$ cat src/inc/ccps_map.svh
// register map, field positions and timing counts of the cable power sequencer
`ifndef CCPS_MAP_SVH
`define CCPS_MAP_SVH

// ------------------------------------------------------------
// bus
// ------------------------------------------------------------
`define CCPS_ADDR_W 12
`define CCPS_STATUS_OFFS 12'h000
`define CCPS_STATUS_RST 32'h0000_0010

// ------------------------------------------------------------
// status fields
// ------------------------------------------------------------
`define CCPS_BIT_POWER 0
`define CCPS_BIT_GROUND 1
`define CCPS_BIT_WAIT 2
`define CCPS_BIT_SENSE 4
`define CCPS_BIT_SEEN 5
`define CCPS_BIT_FOUND 6

// ------------------------------------------------------------
// timing
// ------------------------------------------------------------
`define CCPS_CLK_MHZ 10
`define CCPS_WAIT_MS 2000
`define CCPS_WAIT_CYC (`CCPS_WAIT_MS * 1000 * `CCPS_CLK_MHZ)
`define CCPS_WAIT_W 25
`define CCPS_LOSS_US 100
`define CCPS_LOSS_CYC (`CCPS_LOSS_US * `CCPS_CLK_MHZ)
`define CCPS_LOSS_W 10

`endif

$ cat src/inc/ccps_pkg.sv
// types of the cable power sequencer
`include "ccps_map.svh"

package ccps_pkg;

    typedef enum logic [1:0] {
        CCPS_SENSE,
        CCPS_WAIT_CLK,
        CCPS_CLK_SEEN
    } ccps_state_t;

    typedef struct packed {
        logic [2:0] stage1;
        logic [2:0] stage2;
    } ccps_sync_t;

    typedef struct packed {
        logic prev;
        logic [`CCPS_LOSS_W-1:0] idle;
        logic alive;
    } ccps_mon_t;

    typedef struct packed {
        ccps_state_t state;
        logic power;
        logic ground;
        logic found;
        logic [`CCPS_WAIT_W-1:0] wait_cnt;
        logic pready;
        logic pslverr;
        logic [31:0] prdata;
    } ccps_top_t;

endpackage

$ cat src/ccps_sync.sv
// two-stage synchroniser for the cable sense and pixel clock pins
`timescale 1ns/1ps

module ccps_sync
    import ccps_pkg::*;
(
    input wire logic pclk, // bus clock
    input wire logic presetn, // async reset, low
    input wire logic [2:0] pin_async, // raw pin levels
    output logic [2:0] pin_sync // levels safe to use
);

    ccps_sync_t st;
    ccps_sync_t next_st;

    // first stage feeds only the second stage
    always_comb begin
        next_st = st;
        next_st.stage1 = pin_async;
        next_st.stage2 = st.stage1;
    end

    always_ff @(posedge pclk or negedge presetn) begin
        if (!presetn) begin
            st <= '0;
        end else begin
            st <= next_st;
        end
    end

    assign pin_sync = st.stage2;

endmodule

$ cat src/ccps_clk_mon.sv
// pixel clock activity monitor: alive while transitions keep arriving
`timescale 1ns/1ps
`include "ccps_map.svh"

module ccps_clk_mon
    import ccps_pkg::*;
(
    input wire logic pclk, // bus clock
    input wire logic presetn, // async reset, low
    input wire logic clk_level, // synchronised divided pixel clock
    output logic clk_alive // transition seen within the loss window
);

    localparam logic [`CCPS_LOSS_W-1:0] LOSS_LAST = `CCPS_LOSS_W'(`CCPS_LOSS_CYC - 1);

    ccps_mon_t st;
    ccps_mon_t next_st;
    logic edge_seen;

    always_comb begin
        next_st = st;
        edge_seen = clk_level ^ st.prev;
        next_st.prev = clk_level;
        if (edge_seen) begin
            next_st.idle = '0;
            next_st.alive = 1'b1;
        end else if (st.idle == LOSS_LAST) begin
            next_st.alive = 1'b0;
        end else begin
            next_st.idle = st.idle + `CCPS_LOSS_W'(1);
        end
    end

    always_ff @(posedge pclk or negedge presetn) begin
        if (!presetn) begin
            st <= '0;
        end else begin
            st <= next_st;
        end
    end

    assign clk_alive = st.alive;
endmodule

$ cat src/ccps_top.sv
// cable power sequencer: sense, power-up wait, clock watch and apb status
`timescale 1ns/1ps
`include "ccps_map.svh"

module ccps_top
    import ccps_pkg::*;
#(
    parameter int unsigned WAIT_CYCLES = `CCPS_WAIT_CYC // power-up wait in clocks
)
(
    input wire logic pclk, // 10 MHz bus clock
    input wire logic presetn, // async reset, low
    input wire logic psel, // apb select
    input wire logic penable, // apb access phase
    input wire logic pwrite, // apb direction
    input wire logic [`CCPS_ADDR_W-1:0] paddr, // apb byte address
    input wire logic [31:0] pwdata, // apb write data, unused
    output logic pready, // apb ready
    output logic pslverr, // apb error
    output logic [31:0] prdata, // apb read data
    input wire logic sense_camera, // pin: powered camera impedance
    input wire logic sense_short, // pin: short on power wires
    input wire logic pixel_clk_div, // pin: divided camera pixel clock
    output logic cable_power_en, // switch cable power on
    output logic cable_gnd_en // ground cable power wires
);

    localparam logic [`CCPS_WAIT_W-1:0] WAIT_LAST = `CCPS_WAIT_W'(WAIT_CYCLES - 1);

    // ------------------------------------------------------------
    // pin synchronisation and clock watch
    // ------------------------------------------------------------
    logic [2:0] pins_s;
    logic camera_s;
    logic short_s;
    logic clk_alive;

    ccps_sync u_sync (
        .pclk (pclk),
        .presetn (presetn),
        .pin_async ({pixel_clk_div, sense_short, sense_camera}),
        .pin_sync (pins_s)
    );

    assign camera_s = pins_s[0];
    assign short_s = pins_s[1];

    ccps_clk_mon u_mon (
        .pclk (pclk),
        .presetn (presetn),
        .clk_level (pins_s[2]),
        .clk_alive (clk_alive)
    );

    // ------------------------------------------------------------
    // status word
    // ------------------------------------------------------------
    function automatic logic [31:0] status_word(input ccps_top_t s);
        logic [31:0] w;
        w = 32'h0000_0000;
        w[`CCPS_BIT_POWER] = s.power;
        w[`CCPS_BIT_GROUND] = s.ground;
        w[`CCPS_BIT_WAIT] = (s.state == CCPS_WAIT_CLK);
        w[`CCPS_BIT_SENSE] = (s.state == CCPS_SENSE);
        w[`CCPS_BIT_SEEN] = (s.state == CCPS_CLK_SEEN);
        w[`CCPS_BIT_FOUND] = s.found;
        return w;
    endfunction

    function automatic logic status_hit(input logic [`CCPS_ADDR_W-1:0] a);
        return a == `CCPS_STATUS_OFFS;
    endfunction

    // ------------------------------------------------------------
    // state and next state
    // ------------------------------------------------------------
    ccps_top_t st;
    ccps_top_t next_st;
    logic setup;

    assign setup = psel && !penable;

    always_comb begin
        next_st = st;
        case (st.state)
            CCPS_SENSE: begin
                next_st.power = 1'b0;
                next_st.found = 1'b0;
                if (short_s) begin
                    // a short wins: never power into a legacy cable
                    next_st.ground = 1'b1;
                end else if (camera_s) begin
                    next_st.ground = 1'b0;
                    next_st.power = 1'b1;
                    next_st.found = 1'b1;
                    next_st.wait_cnt = '0;
                    next_st.state = CCPS_WAIT_CLK;
                end else begin
                    // ground released so a new attachment can be sensed
                    next_st.ground = 1'b0;
                end
            end
            CCPS_WAIT_CLK: begin
                // full wait regardless of early clock activity
                if (st.wait_cnt == WAIT_LAST) begin
                    if (clk_alive) begin
                        next_st.state = CCPS_CLK_SEEN;
                    end else begin
                        next_st.state = CCPS_SENSE;
                        next_st.power = 1'b0;
                        next_st.found = 1'b0;
                    end
                end else begin
                    next_st.wait_cnt = st.wait_cnt + `CCPS_WAIT_W'(1);
                end
            end
            CCPS_CLK_SEEN: begin
                if (!clk_alive) begin
                    next_st.state = CCPS_SENSE;
                    next_st.power = 1'b0;
                    next_st.found = 1'b0;
                end
            end
            default: begin
                next_st.state = CCPS_SENSE;
                next_st.power = 1'b0;
                next_st.ground = 1'b0;
                next_st.found = 1'b0;
            end
        endcase

        // apb: ready in the first access cycle, no wait states
        if (setup) begin
            next_st.pready = 1'b1;
            next_st.pslverr = pwrite || !status_hit(paddr);
            next_st.prdata = (!pwrite && status_hit(paddr)) ? status_word(st) : 32'h0000_0000;
        end else begin
            next_st.pready = 1'b0;
            next_st.pslverr = 1'b0;
        end
    end

    always_ff @(posedge pclk or negedge presetn) begin
        if (!presetn) begin
            st <= '0;
        end else begin
            st <= next_st;
        end
    end

    assign pready = st.pready;
    assign pslverr = st.pslverr;
    assign prdata = st.prdata;
    assign cable_power_en = st.power;
    assign cable_gnd_en = st.ground;
endmodule

$ cat config.mk
export PLATFORM = sky130hd
export DESIGN_NAME = ccps_top
export DESIGN_NICKNAME = d
export VERILOG_FILES = /design/src/inc/ccps_pkg.sv /design/src/ccps_sync.sv /design/src/ccps_clk_mon.sv /design/src/ccps_top.sv
export VERILOG_INCLUDE_DIRS = /design/src /design/src/inc
export SDC_FILE = /design/constraint.sdc
export NUM_CORES = 1
export LEC_CHECK = 0
export BUFFER_PORTS_ARGS = -buffer_cell sky130_fd_sc_hd__buf_2
export CAP_MARGIN = 40
export CELL_PAD_IN_SITES_DETAIL_PLACEMENT = 0
export CELL_PAD_IN_SITES_GLOBAL_PLACEMENT = 1
export CORE_ASPECT_RATIO = 2
export CORE_UTILIZATION = 42
export CTS_BUF_LIST = sky130_fd_sc_hd__clkbuf_4 sky130_fd_sc_hd__clkbuf_8 sky130_fd_sc_hd__clkbuf_16
export DETAILED_ROUTE_END_ITERATION = 10
export HOLD_SLACK_MARGIN = 0.06
export PLACE_DENSITY_LB_ADDON = 0.1
export SLEW_MARGIN = 20
export SYNTH_ARGS = -nofsm -noshare
export SYNTH_HDL_FRONTEND = slang
export SYNTH_SLANG_ARGS = --single-unit
$ cat constraint.sdc
create_clock -name pclk -period 5.3 [get_ports pclk]
set_input_delay 0.795 -clock pclk [delete_from_list [all_inputs] [get_ports pclk]]
set_output_delay 0.795 -clock pclk [all_outputs]
set_load 0.05 [all_outputs]
* Word-level counts from Yosys, hierarchy flattened *
Cells that the tools add are included.

operators by class
  bitwise logic cells = 1
  divide/modulo/power cells = 0
  magnitude comparators = 0
  shift-type cells = 0
  muxes and demuxes = 21
  $mul = 0
  equal/unequal tests = 11
  $add $sub $neg = 2
  reduce and logical (&&, ||, !) cells = 14

operator list
  kind                                                                   count
  26-bit 2-to-1 mux                                                      2
  25-bit one-hot mux with 2 select lines                                 1
  25-bit by 1-bit adder with 25-bit output, second input constant        1
  25-bit equality test, second input constant                            1
  25-bit 2-to-1 mux                                                      1
  12-bit logical NOT                                                     1
  3-bit 2-to-1 mux                                                       4
  11-bit 2-to-1 mux                                                      1
  10-bit by 1-bit adder with 10-bit output, second input constant        1
  10-bit equality test, second input constant                            1
  10-bit 2-to-1 mux                                                      1
  2-bit != test, second input constant                                   5
  3-bit one-hot mux with 3 select lines                                  1
  4-bit AND reduction                                                    2
  7-bit 2-to-1 mux                                                       1
  1-bit 2-to-1 mux                                                       5
  2-bit 2-to-1 mux                                                       2
  2-bit by 1-bit != test with 1-bit output, second input constant        2
  2-bit nonzero test                                                     2
  1-bit logical NOT                                                      3
  1-bit one-hot mux with 3 select lines                                  1
  3-bit AND reduction                                                    1
  2-bit by 1-bit equality test with 1-bit output, second input constant  1
  2-bit equality test, second input constant                             1
  6 further kinds                                                        7

word-level totals
  input bits = 52
  memories kept = 0
  bits in read-only memories = 0
  bits in latches = 0
  register bits = 82
  RAM bits = 0
  output and inout bits = 36
  logic and storage cells = 62

* Logic depth before layout (Yosys ltp) *
Gate-level depths: netlist of run 1.

  word-level depth = 4
  depth in mapped cells = 8

* Modules after synthesis *
From an unflattened synthesis of run 1, not the netlist that was laid out.

unflattened totals
  cells, all modules = 341
  area, all modules = 3,103.0 um^2

by module, submodules not included
  module        times used  area an instance (um^2)  cells each
  ccps_top      1           2,337.2                  274
  ccps_clk_mon  1           615.6                    61
  ccps_sync     1           150.1                    6

* Least setup slack after synthesis of run 1 *
Ideal clock, no wire load.

  path kind = input to register
  start point = in paddr[3]
  end point = reg st, in the netlist prdata[0]
  stages = 4
  library setup time = 74 ps
  buffers on the path = 0
  setup slack = 3,493 ps
  data required time = 5,226 ps
  data arrival time = 1,733 ps
  cell sequence = or4_1 > nor3_1 > a31oi_1 > nor2_1

on the way
  longest elaborated chain between the ends = 3

ends and longest elaborated chain
  item                                 line             source
  start: declaration                   ccps_top.sv:16   input wire logic [`CCPS_ADDR_W-1:0] paddr,
  12-bit logical NOT (no source line)  --
  1-bit logical AND                    ccps_top.sv:136  next_st.prdata = (!pwrite && status_hit(paddr)) ? status_word(st) : 32'h0000_0000;
  7-bit 2-to-1 mux                     ccps_top.sv:136
  end signal: assignment               ccps_top.sv:147  st <= next_st;
  end: declaration                     ccps_top.sv:77   ccps_top_t st;

No other way between the ends.
A chain may end at the register's enable or synchronous reset.

* Worst setup path in the final report of run 1 *
  start point = reg st[63] (netlist name)
  end point = reg st[46] (netlist name)

on the way
  longest elaborated chain between the ends = 3
  elaborated cells between the ends (all ways) = 8

ends and longest elaborated chain
  item                                                                                        line            source
  2-bit by 1-bit equality test with 1-bit output / 2-bit logical NOT (equally long branches)  ccps_top.sv:85  case (st.state)
  2-bit != test (no source line), or another cell as far along                                --
  4-bit AND reduction (no source line)                                                        --

Several ways; a longest one is shown, not always the timed one.

==> flow_summary.json, run 1 <==
{
  "io_buffers": 29,
  "drtAntennaViolNets": 0,
  "relSlewSlack_pct": 47.5,
  "synthCells": 318,
  "antenna_found_initial": 0,
  "fin_util_pct": 46.9,
  "synth_top_family_by_area": "simple AND/OR/NAND/NOR gates",
  "cts_setup_buffers": 0,
  "worstPathArrival_ns": 2.62,
  "dieArea_sq_um": 7550,
  "pre_cts_ws_ns": 2.51,
  "syn-cell-area_sq_um": 3020,
  "wl_per_cell_um": 15.2,
  "areaGrowthSynthToFinish_pct": 7.79,
  "synth_compound_area_share_pct": 15.9,
  "vias_per_cell": 5.45,
  "grt_max_degree": 57,
  "tns_ns": 0,
  "finalHoldViolCount": 0,
  "hpwl_um": 4730,
  "htreeDepth": 2,
  "finalSetupViolations": 0,
  "root_buffer": "clkbuf_16",
  "synth-xor-area-share_pct": 1.74,
  "ys_types": 44,
  "finalMaxSlewViolations": 0,
  "initial_core_util_pct": 43.5,
  "status": "complete, no violations",
  "diodes": 0,
  "wl_um": 6530,
  "drtPass1Iterations": 4,
  "ys_warn_count": 0,
  "row_count": 43,
  "grt_pass1_vias": 2217,
  "synth_fa_ha_area_share_pct": 2.49,
  "drc": 0,
  "clockBufferDepth": 2,
  "cts_buffers": 5,
  "synth_edf_count": 0,
  "grt_use_total_pct": 19.8,
  "cts_resized": 0,
  "ys_async_sr_fraction_pct": 100,
  "grt_pass1_wl_um": 10800,
  "die_w_um": 62.0,
  "layout.nets": 397,
  "fin_cells": 429,
  "period_needed_ns": 2.41,
  "synth-main-ff-cell": "dfrtp_1",
  "cts_sinks": 56,
  "drv_cap": 0,
  "core_area_sq_um": 6940,
  "die_y_um": 122,
  "synth-simple-area-share_pct": 19.1,
  "rsz0062_at_grt": "no",
  "vias": 2336,
  "peakVddDrop_mv": 0.151,
  "hp-class": "reg -> reg",
  "max_clock_freq_mhz": 416,
  "timing.critical_path.from_type": "flip-flop",
  "worstPathMaxFanout": 23,
  "tightest_slew_ns": 0.783,
  "nFillCells": 687,
  "setup_slack_ns": 2.89,
  "worst_ep_required_time_ns": 5.51,
  "gp_congestion": 0.787,
  "power_per_cell_area_nw_per_um2": 363,
  "place_inst": 420,
  "clkTransAtPathRegs_ns": 0.07,
  "fin_crit_sh_pct": 45.4,
  "dpl_cell_area_sq_um": 3090,
  "totalPowerFinal_mw": 1.18,
  "grt-ovfl-total": 0,
  "drive_gt1_share_pct": 14.5,
  "ys_ff_latch": 56,
  "fin_skew_ns": 0.00602,
  "leakage_nw": 1.49,
  "cts_tree": "built",
  "yosysSeqAreaShare_pct": 46.4,
  "clk_latency_ns": 0.30,
  "avgSynthCellArea_sq_um": 9.49,
  "setup.worst_path.end_class": "flip-flop",
  "whs_ns": 0.346,
  "ctsHoldBuffers": 0,
  "post-route-cell-area_sq_um": 3250,
  "drt-initial-drc-count": 93,
  "crit_type": "reg -> reg",
  "ioPinCount": 88,
  "synth.area.mux_share_pct": 3.32
}
cells in the final DEF, fill, tap and decap left out, drive strengths merged, types with 7 or more instances in the layout:
cell and count:
dfrtp 56, o21ai 37, buf 34, nor2 27, nand2 26, conb 26, nand4 15, mux2i 10
a21oi 9, o31ai 9, nand3 9, a31oi 7
area by class of cell:
cell class,count,area [sq um],share of cell area (%)
multi-input cells,236,1390,42.7
clock inverters,1,5.00,0.154
flip-flops and latches,56,1400,43.1
clock buffers,6,133,4.08
well taps,90,113,3.46
inverters,6,22.5,0.692
repair buffers,34,190,5.84
cell usage after synthesis, drive strengths merged, types with 3 or more instances:
master | count | share of area (%)
nor3 | 5 | 0.99
o31ai | 9 | 2.2
xor2 | 5 | 1.5
nand4 | 15 | 3.1
dfrtp | 56 | 46
nor2 | 27 | 3.4
a31oi | 7 | 1.5
o21ai | 37 | 6.1
inv | 6 | 0.75
and3 | 4 | 0.83
clkbuf | 6 | 0.75
nand2b | 3 | 0.62
buf | 39 | 9.4
and2 | 4 | 0.83
nor4 | 5 | 1.0
a41oi | 4 | 1.2
mux2i | 10 | 3.3
ha | 6 | 2.5
a21oi | 9 | 1.5
nand3 | 9 | 1.7
nand2 | 26 | 3.2
power breakdown:
part	internal (mW)	total [mW]	switching, mW
registers	0.463	0.489	0.0261
clock network	0.177	0.324	0.147
logic	0.110	0.369	0.260
total	0.750	1.18	0.433
critical path: stages, from the launching register on:
cell and delay (ns):
dfrtp_1 0.43, inv_1 0.10, ha_1 0.43, inv_1 0.17, buf_8 0.20, a311oi_2 0.36, buf_4 0.26, nand4_1 0.15
o31ai_1 0.21
registers in the layout (all words and copies together) (netlist names):
name             cells
prdata               6
cable_gnd_en         1
u_mon.clk_alive      1
st                  28
u_sync.pin_sync      3
pready               1
cable_power_en       1
u_mon.st            11
u_sync.next_st       3
pslverr              1
cells by family after synthesis:
family          count (synthesis)
simple gates                  110
compound gates                 78
flops                          56
buf+inv                        51
mux                            10
fa+ha+maj                       6
xor+xnor                        6
other cells                     1
final timing paths:
| kind | startpoint | end | slack, ns | depth (start not counted) |
|---|---|---|---|---|
| worst min register to register | u_sync.next_st[0] | u_sync.pin_sync[0] | 0.35 | 0 |
| worst max-delay path | st[63] | st[46] | 2.89 | 8 |
| worst max register to register | st[63] | st[46] | 2.89 | 8 |
| min in group asynchronous | presetn | st[34] | 0.63 | 2 |
| max in group asynchronous | presetn | u_sync.next_st[0] | 4.18 | 2 |
| worst min-delay path | u_sync.next_st[0] | u_sync.pin_sync[0] | 0.35 | 0 |
metal layers:
metal,up-vias,track usage (%),part of all wire (%)
li1,1127,-,-
met1,1151,22.1,39
met2,45,34.7,56
met3,13,3.61,2.6
met4,0,8.33,2.6
met5,-,0,0
No activity file was read; power rests on OpenSTA's default activity.
==> inputs of run 2 (changes only) <==
CORE_UTILIZATION = 39   (was 42)
clock period = 2.4 ns   (was 5.3 ns; I/O delays follow)
==> run 2 against run 1 <==
  * Global-route usage fell by 1.4 points
  * Via count up 1.5%
  * Clock skew increased by 0.0024 ns
  * Worst setup slack lost 2.6 ns
  * Power increased by 130%
  * Routed wire length grew 6.0%
  * Critical path type unchanged
  * Critical endpoint is now st[49]
  * Largest power group unchanged
==> flow_summary.json, run 2 (same netlist as run 1, synthesis figures left out) <==
{
  "status": "complete, no violations",
  "drv_cap": 0,
  "areaGrowthSynthToFinish_pct": 10.9,
  "grt_use_total_pct": 18.3,
  "wl_per_cell_um": 15.6,
  "antenna_found_initial": 0,
  "cts_buffers": 5,
  "setup_slack_ns": 0.297,
  "power_per_cell_area_nw_per_um2": 797,
  "dieArea_sq_um": 8120,
  "holdCritStartpoint": "sense_camera",
  "io_buffers": 29,
  "cts_tree": "built",
  "r2r-end": "st[49]",
  "worstPathArrival_ns": 2.31,
  "tightest_slew_ns": 0.619,
  "tns_ns": 0,
  "period_needed_ns": 2.10,
  "place_inst": 435,
  "final_common_cell": "dfrtp_1",
  "setup.worst_path.end_class": "flip-flop",
  "clk_latency_ns": 0.30,
  "grt_pass1_wl_um": 11300,
  "grt-ovfl-total": 0,
  "finalHoldViolCount": 0,
  "clkTransAtPathRegs_ns": 0.07,
  "grt_pass1_vias": 2299,
  "max_clock_freq_mhz": 476,
  "finalMaxSlewViolations": 0,
  "wl_um": 6920,
  "ff2ff_setup_slack_ns": 0.30,
  "cts_setup_buffers": 0,
  "die_y_um": 126,
  "grt_max_degree": 38,
  "htreeDepth": 2,
  "largest_reg_flops": 28,
  "worstPathMaxFanout": 15,
  "relSlewSlack_pct": 58.6,
  "rr_startpoint": "st[34]",
  "ctsHoldBuffers": 1,
  "hpwl_um": 5050,
  "gp_congestion": 0.744,
  "diodes": 0,
  "rsz0062_at_grt": "no",
  "layout.nets": 407,
  "drtAntennaViolNets": 0,
  "vias": 2372,
  "vias_per_cell": 5.34,
  "drt-initial-drc-count": 77,
  "reg2reg_depth": 7,
  "drive_gt1_share_pct": 16.6,
  "fin_cells": 444,
  "cts_sinks": 56,
  "fin_crit_sh_pct": 87.6,
  "finalSetupViolations": 0,
  "core_area_sq_um": 7540,
  "fin_skew_ns": 0.00839,
  "peakVddDrop_mv": 0.437,
  "drc": 0,
  "timing.critical_path.from_type": "flip-flop",
  "leakage_nw": 1.55,
  "row_count": 45,
  "cts_resized": 0,
  "drtPass1Iterations": 4,
  "worst_ep_required_time_ns": 2.61,
  "final_cell_mix": "dfrtp_1 (56), o21ai_0 (37), buf_2 (29), nor2_1 (27)",
  "top_register": "st",
  "die_w_um": 64.2,
  "holdPathStages": 1,
  "fin_util_pct": 44.4,
  "initial_core_util_pct": 40.0,
  "hp-class": "in -> reg",
  "clockBufferDepth": 2,
  "pre_cts_ws_ns": 0.327,
  "ioPinCount": 88,
  "crit_type": "reg -> reg",
  "root_buffer": "clkbuf_16",
  "holdPathEnd": "u_sync.next_st[0]"
}
-- run 2: cell type report --
| class | instances | area (sq um) |
|---|---|---|
| well taps | 94 | 118 |
| repair buffers | 44 | 273 |
| inverters | 6 | 22.5 |
| fillers | 758 | 4200 |
| flip-flops and latches | 56 | 1400 |
| clock inverters | 1 | 8.76 |
| multi-input cells | 236 | 1380 |
| clock buffers | 7 | 140 |
-- run 2: worst max path at each step --
stage	startpoint	to	slack, ns	depth (start not counted)
final	st[34]	st[49]	0.30	7
after global routing	st[35]	st[46]	0.05	7
after CTS	st[34]	st[55]	0.29	7
after detailed placement	st[34]	st[55]	0.33	7
after global placement	st[34]	st[46]	0.30	7
after floorplan	st[34]	st[56]	0.64	7
-- run 2: stage by stage --
step / power, mW / hold WS [ns] / instance area, sq um
after global placement: 1.95 / 0.332 / 3190
after CTS: 2.71 / 0.159 / 3350
after floorplan: 1.76 / 0.0644 / 3110
after global routing: 2.82 / 0.158 / 3350
after detailed placement: 1.95 / 0.335 / 3190
final: 2.67 / 0.165 / 3350
-- run 2: metal layers --
metal | global-route usage (%) | vias up | part of all wire, % | wire [um]
met5 | 0 | - | 0 | 0
met4 | 6.27 | 0 | 1.5 | 102
met3 | 2.97 | 5 | 3.1 | 213
met2 | 36.5 | 52 | 58 | 4020
met1 | 18.3 | 1170 | 37 | 2580
li1 | - | 1145 | - | -
-- run 2: worst max-delay path, cell delays in order (launching register included) --
cell and delay [ns]:
dfrtp_1 0.41, ha_1 0.22, nand3_1 0.25, nor2_1 0.31
a41o_2 0.37, buf_4 0.25, o21ai_0 0.11, o21ai_0 0.09
-- run 2: power by group --
part	switching [mW]	internal [mW]
Sequential	0.0610	1.02
Clock	0.334	0.413
Combinational	0.582	0.254
